`src/rtl/edw_pkg.sv`:
```
// shared constants, types and register map of the external data move sequencer
package edw_pkg;

    // ========================================================================
    // machine cycle timing
    localparam int unsigned  STATES_PER_MC = 4;
    localparam logic [1:0]   PH_C1         = 2'h0;
    localparam logic [1:0]   PH_C3         = 2'h2;
    localparam logic [1:0]   PH_C4         = 2'h3;

    // ========================================================================
    // register indices, byte address is four times the index
    localparam logic [7:0]   IDX_CMD       = 8'h80;
    localparam logic [7:0]   IDX_STATUS    = 8'h81;
    localparam logic [7:0]   IDX_DPTR0     = 8'h82;
    localparam logic [7:0]   IDX_DATA_POINTER_1     = 8'h83;
    localparam logic [7:0]   IDX_WREG      = 8'h84;
    localparam logic [7:0]   IDX_PORT2     = 8'h85;
    localparam logic [7:0]   IDX_PSEL      = 8'h86;
    localparam logic [7:0]   IDX_WDATA     = 8'h87;
    localparam logic [7:0]   IDX_RDATA     = 8'h88;
    localparam logic [7:0]   IDX_HOLDCTL   = 8'h89;
    localparam logic [7:0]   IDX_TIMED     = 8'h8a;
    localparam logic [7:0]   IDX_CLKCTL    = 8'h8b;

    // ========================================================================
    // field positions and reset values
    localparam int unsigned  STRETCH_LSB   = 0;
    localparam int unsigned  STRETCH_W     = 3;
    localparam int unsigned  HOLD_EN_BIT   = 7;
    localparam int unsigned  PSEL_BIT      = 0;
    localparam int unsigned  CMD_GO_BIT    = 0;
    localparam int unsigned  CMD_WR_BIT    = 1;
    localparam int unsigned  CMD_IND_BIT   = 2;
    localparam int unsigned  ST_BUSY_BIT   = 0;
    localparam int unsigned  ST_MC_LSB     = 8;
    localparam logic [2:0]   STRETCH_RST   = 3'h1;
    localparam logic [7:0]   TA_KEY1       = 8'haa;
    localparam logic [7:0]   TA_KEY2       = 8'h55;
    localparam int unsigned  TA_WINDOW_CLK = 12;

    // ========================================================================
    // types
    typedef logic [2:0] edw_stretch_t;

    typedef enum logic [2:0] {
        EDW_IDLE   = 3'b001,
        EDW_FETCH  = 3'b010,
        EDW_ACCESS = 3'b100
    } edw_state_e;

    typedef struct packed {
        logic [15:0]  addr;
        logic         write;
        logic [7:0]   wdata;
        edw_stretch_t stretch;
        logic         hold_en;
    } edw_req_s;

    typedef struct packed {
        logic [15:0] addr;
        logic        rd_n;
        logic        wr_n;
        logic [7:0]  dout;
        logic        doe;
    } edw_ext_s;

endpackage : edw_pkg

```
`src/rtl/edw_top.sv`:
```
// external data move sequencer with AHB-Lite register access
//
// The address map and the AHB-Lite interface to the registers were decided locally.
`timescale 1ns/1ps
// Function
// - fetch cycle first, then access cycle
// - stretch from three low control bits
// - stretch 0..7 gives 2..9 cycles
// - strobe 2 clocks, else 4 per step
// - only the data move is lengthened
// - stretch resets to one
// - hold input works only when enabled
// - with hold, stretch is minimum length
// - hold sampled at third state
// - sampled hold inserts one wait cycle
// - unlimited waits, released by other party
// - hold enable writes need timed unlock
// - address from pointer or register pair
// - pointer select bit zero, rest zero
module edw_top #(
    parameter int unsigned TA_WINDOW = edw_pkg::TA_WINDOW_CLK
) (
    input  wire logic              hclk,
    input  wire logic              hresetn,
    input  wire logic              hsel,
    input  wire logic [31:0]       haddr,
    input  wire logic [1:0]        htrans,
    input  wire logic              hwrite,
    input  wire logic [2:0]        hsize,
    input  wire logic [31:0]       hwdata,
    input  wire logic              hready,
    output logic                   hreadyout,
    output logic                   hresp,
    output logic [31:0]            hrdata,
    input  wire logic              hold_n,
    input  wire logic [7:0]        ext_din,
    output edw_pkg::edw_ext_s      ext,
    output logic                   move_done
);
    import edw_pkg::*;

    // ========================================================================
    // bus data phase tracking
    logic        dph_wr_r;
    logic        dph_rd_r;
    logic [7:0]  dph_idx_r;
    logic        dph_map_r;
    logic        rd_done_r;
    logic [31:0] hrdata_r;
    logic        a_valid;
    logic        wr_en;

    assign a_valid = hsel && htrans[1] && hready;

    always_ff @(posedge hclk or negedge hresetn) begin
        if (!hresetn) begin
            dph_wr_r  <= 1'b0;
            dph_rd_r  <= 1'b0;
            dph_idx_r <= 8'h00;
            dph_map_r <= 1'b0;
        end else if (hready) begin
            dph_wr_r  <= a_valid && hwrite;
            dph_rd_r  <= a_valid && !hwrite;
            dph_idx_r <= haddr[9:2];
            dph_map_r <= (haddr[31:10] == 22'h000000) && (haddr[1:0] == 2'h0)
                         && (hsize == 3'h2);
        end
    end

    // reads take one wait state so a write just before is always seen
    always_ff @(posedge hclk or negedge hresetn) begin
        if (!hresetn) begin
            rd_done_r <= 1'b0;
        end else begin
            rd_done_r <= dph_rd_r && !rd_done_r;
        end
    end

    assign hreadyout = !dph_rd_r || rd_done_r;
    assign hresp     = 1'b0;
    assign wr_en     = dph_wr_r && dph_map_r;

    // ========================================================================
    // software registers
    edw_stretch_t stretch_r;
    logic         hold_en_r;
    logic         psel_r;
    logic [15:0]  dp0_r;
    logic [15:0]  dp1_r;
    logic [7:0]   wreg_r;
    logic [7:0]   p2_r;
    logic [7:0]   wdat_r;
    logic         ta_armed_r;
    logic [7:0]   ta_cnt_r;
    logic         ta_open;

    assign ta_open = (ta_cnt_r != 8'h00);

    always_ff @(posedge hclk or negedge hresetn) begin
        if (!hresetn) begin
            stretch_r <= STRETCH_RST;
        end else if (wr_en && (dph_idx_r == IDX_CLKCTL)) begin
            stretch_r <= hwdata[STRETCH_LSB +: STRETCH_W];
        end
    end

    always_ff @(posedge hclk or negedge hresetn) begin
        if (!hresetn) begin
            hold_en_r <= 1'b0;
        end else if (wr_en && (dph_idx_r == IDX_HOLDCTL) && ta_open) begin
            hold_en_r <= hwdata[HOLD_EN_BIT];
        end
    end

    // unlock: first key then second key opens a short write window
    always_ff @(posedge hclk or negedge hresetn) begin
        if (!hresetn) begin
            ta_armed_r <= 1'b0;
            ta_cnt_r   <= 8'h00;
        end else if (wr_en && (dph_idx_r == IDX_TIMED)) begin
            ta_armed_r <= (hwdata[7:0] == TA_KEY1);
            ta_cnt_r   <= (ta_armed_r && (hwdata[7:0] == TA_KEY2)) ? 8'(TA_WINDOW) : 8'h00;
        end else if (ta_open) begin
            ta_cnt_r   <= ta_cnt_r - 8'h01;
        end
    end

    always_ff @(posedge hclk or negedge hresetn) begin
        if (!hresetn) begin
            psel_r <= 1'b0;
        end else if (wr_en && (dph_idx_r == IDX_PSEL)) begin
            psel_r <= hwdata[PSEL_BIT];
        end
    end

    always_ff @(posedge hclk or negedge hresetn) begin
        if (!hresetn) begin
            dp0_r  <= 16'h0000;
            dp1_r  <= 16'h0000;
            wreg_r <= 8'h00;
            p2_r   <= 8'hff;
            wdat_r <= 8'h00;
        end else if (wr_en) begin
            unique case (dph_idx_r)
                IDX_DPTR0: dp0_r  <= hwdata[15:0];
                IDX_DATA_POINTER_1: dp1_r  <= hwdata[15:0];
                IDX_WREG:  wreg_r <= hwdata[7:0];
                IDX_PORT2: p2_r   <= hwdata[7:0];
                IDX_WDATA: wdat_r <= hwdata[7:0];
                default: ;
            endcase
        end
    end

    // ========================================================================
    // move request
    logic        busy;
    logic        start;
    logic [7:0]  seq_rdata;
    logic [7:0]  mc_count;
    edw_req_s    req;

    // commands while busy are dropped; software polls the busy bit
    assign start = wr_en && (dph_idx_r == IDX_CMD) && hwdata[CMD_GO_BIT] && !busy;

    always_comb begin
        req         = '0;
        req.addr    = hwdata[CMD_IND_BIT] ? {p2_r, wreg_r} : (psel_r ? dp1_r : dp0_r);
        req.write   = hwdata[CMD_WR_BIT];
        req.wdata   = wdat_r;
        req.stretch = stretch_r;
        req.hold_en = hold_en_r;
    end

    edw_seq u_seq (
        .hclk     (hclk),
        .hresetn  (hresetn),
        .start    (start),
        .req      (req),
        .hold_n   (hold_n),
        .ext_din  (ext_din),
        .ext      (ext),
        .busy     (busy),
        .done     (move_done),
        .rdata    (seq_rdata),
        .mc_count (mc_count)
    );

    // ========================================================================
    // read data
    logic [31:0] rd_mux;

    always_comb begin
        rd_mux = 32'h00000000;
        if (dph_map_r) begin
            unique case (dph_idx_r)
                IDX_STATUS:  rd_mux = {16'h0000, mc_count, 7'h00, busy};
                IDX_DPTR0:   rd_mux = {16'h0000, dp0_r};
                IDX_DATA_POINTER_1:   rd_mux = {16'h0000, dp1_r};
                IDX_WREG:    rd_mux = {24'h000000, wreg_r};
                IDX_PORT2:   rd_mux = {24'h000000, p2_r};
                IDX_PSEL:    rd_mux = {31'h00000000, psel_r};
                IDX_WDATA:   rd_mux = {24'h000000, wdat_r};
                IDX_RDATA:   rd_mux = {24'h000000, seq_rdata};
                IDX_HOLDCTL: rd_mux = {24'h000000, hold_en_r, 7'h00};
                IDX_CLKCTL:  rd_mux = {29'h00000000, stretch_r};
                default:     rd_mux = 32'h00000000;
            endcase
        end
    end

    always_ff @(posedge hclk or negedge hresetn) begin
        if (!hresetn) begin
            hrdata_r <= 32'h00000000;
        end else if (dph_rd_r && !rd_done_r) begin
            hrdata_r <= rd_mux;
        end
    end

    assign hrdata = hrdata_r;
endmodule : edw_top

```
`src/rtl/edw_seq.sv`:
```
// machine cycle sequencer for one external data move
`timescale 1ns/1ps
module edw_seq (
    input  wire logic              hclk,
    input  wire logic              hresetn,
    input  wire logic              start,
    input  wire edw_pkg::edw_req_s req,
    input  wire logic              hold_n,
    input  wire logic [7:0]        ext_din,
    output edw_pkg::edw_ext_s      ext,
    output logic                   busy,
    output logic                   done,
    output logic [7:0]             rdata,
    output logic [7:0]             mc_count
);
    import edw_pkg::*;

    edw_state_e  state_r;
    logic [1:0]  phase_r;
    logic [2:0]  acc_r;
    logic        ext_r;
    logic        strobe_r;
    logic        done_r;
    logic [7:0]  rdata_r;
    logic [7:0]  mc_r;
    edw_req_s    req_r;
    logic        last;
    logic        wait_now;
    logic        in_acc;
    logic        strobe_set;
    logic        strobe_clr;

    assign in_acc     = (state_r == EDW_ACCESS);
    assign last       = (acc_r == req_r.stretch);
    assign wait_now   = req_r.hold_en && !hold_n;
    assign strobe_set = in_acc && (acc_r == 3'h0)
                        && (phase_r == ((req_r.stretch == 3'h0) ? PH_C1 : PH_C3));
    assign strobe_clr = in_acc && (phase_r == PH_C3) && last && !wait_now;

    // ========================================================================
    // request capture
    // settings frozen
    always_ff @(posedge hclk or negedge hresetn) begin
        if (!hresetn) begin
            req_r <= '0;
        end else if (start && (state_r == EDW_IDLE)) begin
            req_r <= req;
        end
    end

    // ========================================================================
    // state and phase
    // fetch then access
    always_ff @(posedge hclk or negedge hresetn) begin
        if (!hresetn) begin
            state_r <= EDW_IDLE;
            phase_r <= PH_C1;
            acc_r   <= 3'h0;
        end else begin
            unique case (state_r)
                EDW_IDLE: begin
                    phase_r <= PH_C1;
                    acc_r   <= 3'h0;
                    if (start) begin
                        state_r <= EDW_FETCH;
                    end
                end
                EDW_FETCH: begin
                    phase_r <= phase_r + 2'h1;
                    if (phase_r == PH_C4) begin
                        state_r <= EDW_ACCESS;
                    end
                end
                EDW_ACCESS: begin
                    phase_r <= phase_r + 2'h1;
                    if (phase_r == PH_C4) begin
                        if (last && !ext_r) begin
                            state_r <= EDW_IDLE;
                        end else if (!last) begin
                            acc_r <= acc_r + 3'h1;
                        end
                    end
                end
            endcase
        end
    end

    // ========================================================================
    // hold-off sampling
    // sample at third_state
    always_ff @(posedge hclk or negedge hresetn) begin
        if (!hresetn) begin
            ext_r <= 1'b0;
        end else begin
            ext_r <= in_acc && (phase_r == PH_C3) && last && wait_now;
        end
    end

    // ========================================================================
    // strobe, read capture, completion
    // strobe width
    always_ff @(posedge hclk or negedge hresetn) begin
        if (!hresetn) begin
            strobe_r <= 1'b0;
        end else if (strobe_clr) begin
            strobe_r <= 1'b0;
        end else if (strobe_set) begin
            strobe_r <= 1'b1;
        end
    end

    always_ff @(posedge hclk or negedge hresetn) begin
        if (!hresetn) begin
            rdata_r <= 8'h00;
        end else if (strobe_clr && !req_r.write) begin
            rdata_r <= ext_din;
        end
    end

    always_ff @(posedge hclk or negedge hresetn) begin
        if (!hresetn) begin
            done_r <= 1'b0;
        end else begin
            done_r <= in_acc && (phase_r == PH_C4) && last && !ext_r;
        end
    end

    // whole move length in machine cycles, saturating
    always_ff @(posedge hclk or negedge hresetn) begin
        if (!hresetn) begin
            mc_r <= 8'h00;
        end else if (start && (state_r == EDW_IDLE)) begin
            mc_r <= 8'h00;
        end else if ((state_r != EDW_IDLE) && (phase_r == PH_C4) && (mc_r != 8'hff)) begin
            mc_r <= mc_r + 8'h01;
        end
    end

    assign ext.addr  = req_r.addr;
    assign ext.rd_n  = !(strobe_r && !req_r.write);
    assign ext.wr_n  = !(strobe_r && req_r.write);
    assign ext.dout  = req_r.wdata;
    assign ext.doe   = (state_r != EDW_IDLE) && req_r.write;
    assign busy      = (state_r != EDW_IDLE);
    assign done      = done_r;
    assign rdata     = rdata_r;
    assign mc_count  = mc_r;

    // ========================================================================
    // checks
    logic [4:0] width_r;
    always_ff @(posedge hclk or negedge hresetn) begin
        if (!hresetn) begin
            width_r <= 5'h00;
        end else if (strobe_r) begin
            width_r <= width_r + 5'h01;
        end else begin
            width_r <= 5'h00;
        end
    end
endmodule : edw_seq

```
`config.mk`:
```
export PLATFORM = sky130hd
export DESIGN_NAME = edw_top
export DESIGN_NICKNAME = d
export VERILOG_FILES = /design/src/rtl/edw_pkg.sv /design/src/rtl/edw_top.sv /design/src/rtl/edw_seq.sv
export SDC_FILE = /design/constraint.sdc
export NUM_CORES = 1
export LEC_CHECK = 0
export BUFFER_PORTS_ARGS = -buffer_cell sky130_fd_sc_hd__buf_2
export CORE_UTILIZATION = 60
export DETAILED_ROUTE_END_ITERATION = 8
export PLACE_DENSITY = 0.85
export SLEW_MARGIN = 20
export SYNTH_ARGS = -nofsm -noshare
export SYNTH_HDL_FRONTEND = slang
export SYNTH_HIERARCHICAL = 1
export SYNTH_SLANG_ARGS = --single-unit
```
`constraint.sdc`:
```
create_clock -name hclk -period 4.7 [get_ports hclk]
set_input_delay 0.705 -clock hclk [delete_from_list [all_inputs] [get_ports hclk]]
set_output_delay 0.705 -clock hclk [all_outputs]
set_load 0.05 [all_outputs]
```
Yosys cells after proc, flatten, opt, wreduce, memory -nomap -nowiden
Index checks and enable logic that the tools add are counted.

Add/sub/neg operators: 4. Mux-type cells: 22. Equal/unequal tests: 30. Reduce and logical (&&, ||, !) cells: 63.

Operator list (count): 16-bit case mux with 10 select lines (1); 8-bit == test, second input constant (13); 1-bit logical AND (35); 16-bit 2-to-1 mux (2); 32-bit 2-to-1 mux (1); 8-bit 2-to-1 mux (4); 22-bit zero test (1); 3-bit 2-to-1 mux (7); 1-bit zero test (10); 2-bit AND reduction (5); 3-bit case mux with 3 select lines (1); 8-bit by 1-bit adder with 8-bit output, second input constant (1); 8-bit by 7-bit == test with 1-bit output, second input constant (1); 2-bit inequality test, second input constant (4); 8-bit inequality test, second input constant (1); 4-bit AND reduction (2); 2-bit nonzero test (4); 8-bit nonzero test (1); 8-bit by 1-bit subtractor with 8-bit output, second input constant (1); 3-bit by 2-bit == test with 1-bit output, second input constant (2); 3-bit zero test (2); 3-bit case mux with 2 select lines (1); 2-bit == test, second input constant (2); 4-bit 2-to-1 mux (1); 14 further kinds (16).

Word-level logic and storage cells: 148. Flip-flop bits (word level): 170. Input port bits: 83.

Longest topological paths before layout
Depth after elaboration: 6. Depth in mapped cells: 10. Depth with buffers taken out: 7.

By module
The synthesis kept the hierarchy.

Modules (own cells, without submodules): edw_top (times used 1, area each 5197.5 µm², cells an instance 462); edw_seq (times used 1, area each 2602.5 µm², cells an instance 272).

Least setup slack after synthesis
Ideal clock, no wire load.

Path kind: register -> register. From: register dph_idx_r[5]. To: register u_seq.mc_r[1] (netlist: u_seq/mc_count[1]). Period minus slack after synthesis: 2.497 ns. Arrival: 2.366 ns. Setup slack: 2.203 ns. Library setup time: 0.132 ns. Path buffers: 2. Stages on the path, launching flop included: 9. Data required time: 4.568 ns. Cells stage by stage: dfrtp_1 -> or4b_1 -> buf_2 -> nor3_4 -> nor4b_1 -> nand2_1 -> clkbuf_1 -> nand3_1 -> o21ai_0.

Cells in the longest elaborated chain, start to end: 6. Elaborated cells on any way between the ends: 7.

Ends and longest elaborated chain: start, declared (RTL line edw_top.sv:46) `logic [7:0] dph_idx_r;`; start signal, assigned (RTL line edw_top.sv:64) `dph_idx_r <= haddr[9:2];`; 8-bit == test * (RTL line edw_top.sv:164) `assign start = wr_en && (dph_idx_r == IDX_CMD) && hwdata[CMD_GO_BIT] && !busy;`; 1-bit logical AND * (3 in series) (RTL line edw_top.sv:164); via start (RTL line edw_top.sv:158) `logic start;`; 1-bit logical AND * (RTL line edw_seq.sv:132) `end else if (start && (state_r == EDW_IDLE)) begin`; 8-bit 2-to-1 mux or 2-bit nonzero test (tied branches); end signal, assigned (RTL line edw_seq.sv:135) `mc_r <= mc_r + 8'h01;`; end, declared (RTL line edw_seq.sv:25) `logic [7:0] mc_r;`.

Mark *: on every way through the listed nets, which the timed path passes. The rest lies on a longest branch. A chain may end at the register's enable or synchronous reset.

Final worst setup path
From: register dph_idx_r[5]. To: register u_seq.req_r, in the netlist u_seq/ext[6].

Cells in the longest elaborated chain, start to end: 5.

Ends and longest elaborated chain: 8-bit == test (RTL line edw_top.sv:164); 1-bit logical AND (3 in series) (RTL line edw_top.sv:164); via start (RTL line edw_top.sv:158); 1-bit logical AND (RTL line edw_seq.sv:46) `end else if (start && (state_r == EDW_IDLE)) begin`; end signal, assigned (RTL line edw_seq.sv:47) `req_r <= req;`; end, declared (RTL line edw_seq.sv:26) `edw_req_s req_r;`.

The timed path passes the listed nets, and every way through them passes these cells.

==> results.tsv <==
stage	metric	value	unit
run_status	status	finished, final reports clean	
cts	cts_max_level	4	
floorplanning	dieArea	13500	um2
timing	worst_hold_slack	0.227	ns
synth	synth_top_area_cell	dfrtp_1	
timing	rsz0062_at_grt	false	
synth	netlist_instances	734	
place	place_area	8250	um2
drt	num_vias	5950	
synth	yosysSeqAreaShare	0.496	
layout	fin_area	8830	um2
flow_run	drv_cap	0	
setup_path	r2r-end	u_seq/ext[6]$_DFFE_PN0P_	
place	io_buffers	110	
setup_path	end_kind	flop	
setup_path	start_kind	flop	
setup_path	path_class	reg -> reg	
timing	hold_violations	0	
cts	cts_buffers	17	
synth	synth.ff_latch_count	154	
layout	num_antenna_cells	0	
synth	yosys_warnings	6	
synth	ys.flop_type	dfrtp_1	
timing	fin_crit_sh	0.676	
setup_path	r2r_cells	8	
setup_path	r2r_slack	1.52	ns
power_and_ir_drop	vdd_drop_max	0.314	mV
drt	antenna_left	0	
floorplanning	fp.dieH	116	um
floorplanning	num_io_pins	145	
timing	fin_crit	3.18	ns
setup_path	crit_required	5.06	ns
grt	grt_max_degree	114	
power_and_ir_drop	pwr_density_cell	398	nW/um2
synth	syn_area	7800	um2
drt	via_per_inst	5.96	
drt	dr.first_iter.drc_count	597	
synth	netlist.area_leader.share	0.462	
grt	antenna_found_initial	0	
timing	fin_worst_skew	0.00806	ns
grt	grt_pass1_vias	5890	
synth	synthTopCellsByArea	dfrtp_1, mux2_2, nand2_1, buf_4, mux2_4	
grt	gr-usage-all-layers	0.298	
drt	wl_per_cell	19.2	um
cts	root_buffer	clkbuf_16	
cts	cts_sinks	154	
layout	nets	903	
drt	drc	0	
cts	clkTransAtPathRegs	0.06	ns
timing	clock.fmax	315	MHz
floorplanning	placementRows	41	
synth	ys_types	65	
place	gp_congestion	0.930	
layout	layout_commonest_cell	dfrtp_1	
layout	layout_common_cells	dfrtp_1, nand2_1, buf_2	
setup_path	critPathArrivalTime	3.54	ns
cts	cts_hold_buf	0	
grt	grt_pass1_wl	30100	um
synth	synth.avg_cell_area	10.6	um2
floorplanning	initial_core_util	0.616	
setup_path	cp_max_fo	20	
drt	wirelength	19100	um
place	dp_hpwl	13100	um
synth	synth-edff-count	0	
timing	final.setup.tns	0	ns
timing	slew_violations	0	
layout	areaGrowthSynthToFinish	13.2	%
cts	tritoncts	built	
synth	synthArstFlopShare	1.00	
cts	cts_buffer_depth	2	
setup_path	reg2reg_from	dph_idx_r[5]$_DFFE_PN0P_	
timing	relSlewSlack	0.252	
min_path	hold_class	in -> async	
grt	grt_overflow	0	
timing	worstMarginPinSlew	1.12	ns
drt	first_pass_iters	6	
timing	setup_viol	0	
power_and_ir_drop	leakagePower	4.37	nW
floorplanning	coreArea	12700	um2
layout	drive_above_1_share	0.314	
floorplanning	die_w	116	um
cts	post-cts-setup-buffers	0	
cts	clk_latency	0.43	ns
cts	ctsResizeCount	0	
## cells by family after synthesis
kind of cell | after synthesis | share of synthesized area
compound gates | 98 | 0.0799
other cells | 1 | 0.000481
xor+xnor | 10 | 0.0112
flops | 154 | 0.496
buf+inv | 93 | 0.0674
fa+ha+maj | 7 | 0.0112
mux | 115 | 0.171
simple gates | 256 | 0.164
## cell type report
class,instances,area [um2]
sequential,154,3870
clock inverter,11,96.3
timing repair buffer,122,667
tap,172,215
fill,922,3840
multi-input combinational,503,3470
inverter,15,56.3
clock buffer,21,460
## metrics by stage
stage | setup slack (ns) | total power (W) | util | cells
2_1_floorplan | 2.20 | 0.00202 | - | 750
3_3_place_gp | 1.63 | 0.00216 | 0.651 | 965
3_5_place_dp | 1.62 | 0.00222 | 0.651 | 965
4_1_cts | 1.57 | 0.00351 | 0.695 | 997
5_1_grt | 1.41 | 0.00365 | 0.697 | 998
6_report | 1.52 | 0.00351 | 0.697 | 998
## critical path: stages, from the launching register on
cell,delay (ns)
dfrtp_1,0.39
or4b_1,0.67
nor3_4,0.42
nor4b_1,0.49
buf_4,0.23
and2_1,0.40
buf_4,0.33
nand2_1,0.10
nand2_1,0.07
## sequential cells by signal, indices dropped and copies added (netlist names), 2 cells and up
name	cells
ta_cnt_r	8
u_seq/req_r	5
u_seq/phase_r	2
u_seq/rdata	8
stretch_r	3
hrdata	16
u_seq/mc_count	8
dp0_r	16
dph_idx_r	8
p2_r	8
dp1_r	16
u_seq/ext	24
u_seq/acc_r	3
wdat_r	8
u_seq/state_r	3
wreg_r	8
## synthesized netlist by cell type (all sizes together) (6+ instances only)
cell type  count
nand3b         6
nand2b         8
mux2          89
mux2i         26
buf           53
nand2        140
nand3         18
xnor2          6
nand4          8
o21ai         44
nor3          12
nor2          25
inv           14
a21oi          6
a22oi         14
dfstp         10
dfrtp        144
ha             7
nor4           8
clkbuf        25
## per-layer routing
| layer | track usage | share of wire |
|---|---|---|
| met5 | 0 | 0 |
| met4 | 0.130 | 0.028 |
| met3 | 0.0612 | 0.078 |
| met2 | 0.469 | 0.48 |
| met1 | 0.403 | 0.42 |
## worst max-delay path by stage
stage,slack [ns],from,cells past startpoint,end
2_1_floorplan,2.20,dph_idx_r[5]$_DFFE_PN0P_,8,u_seq/mc_count[1]$_DFFE_PN0P_
3_3_place_gp,1.63,dph_idx_r[5]$_DFFE_PN0P_,7,u_seq/mc_count[2]$_DFFE_PN0P_
3_5_place_dp,1.62,dph_idx_r[5]$_DFFE_PN0P_,8,u_seq/ext[16]$_DFFE_PN0P_
4_1_cts,1.57,dph_idx_r[5]$_DFFE_PN0P_,8,u_seq/ext[6]$_DFFE_PN0P_
5_1_grt,1.41,dph_idx_r[5]$_DFFE_PN0P_,8,u_seq/ext[18]$_DFFE_PN0P_
6_report,1.52,dph_idx_r[5]$_DFFE_PN0P_,8,u_seq/ext[6]$_DFFE_PN0P_
## power by group
part / internal, W / switching, W
Clock: 0.000753 / 0.000546
Combinational: 0.000250 / 0.000317
Sequential: 0.00148 / 0.000170
Total: 0.00248 / 0.00103
(Power assumes the default switching activity.)
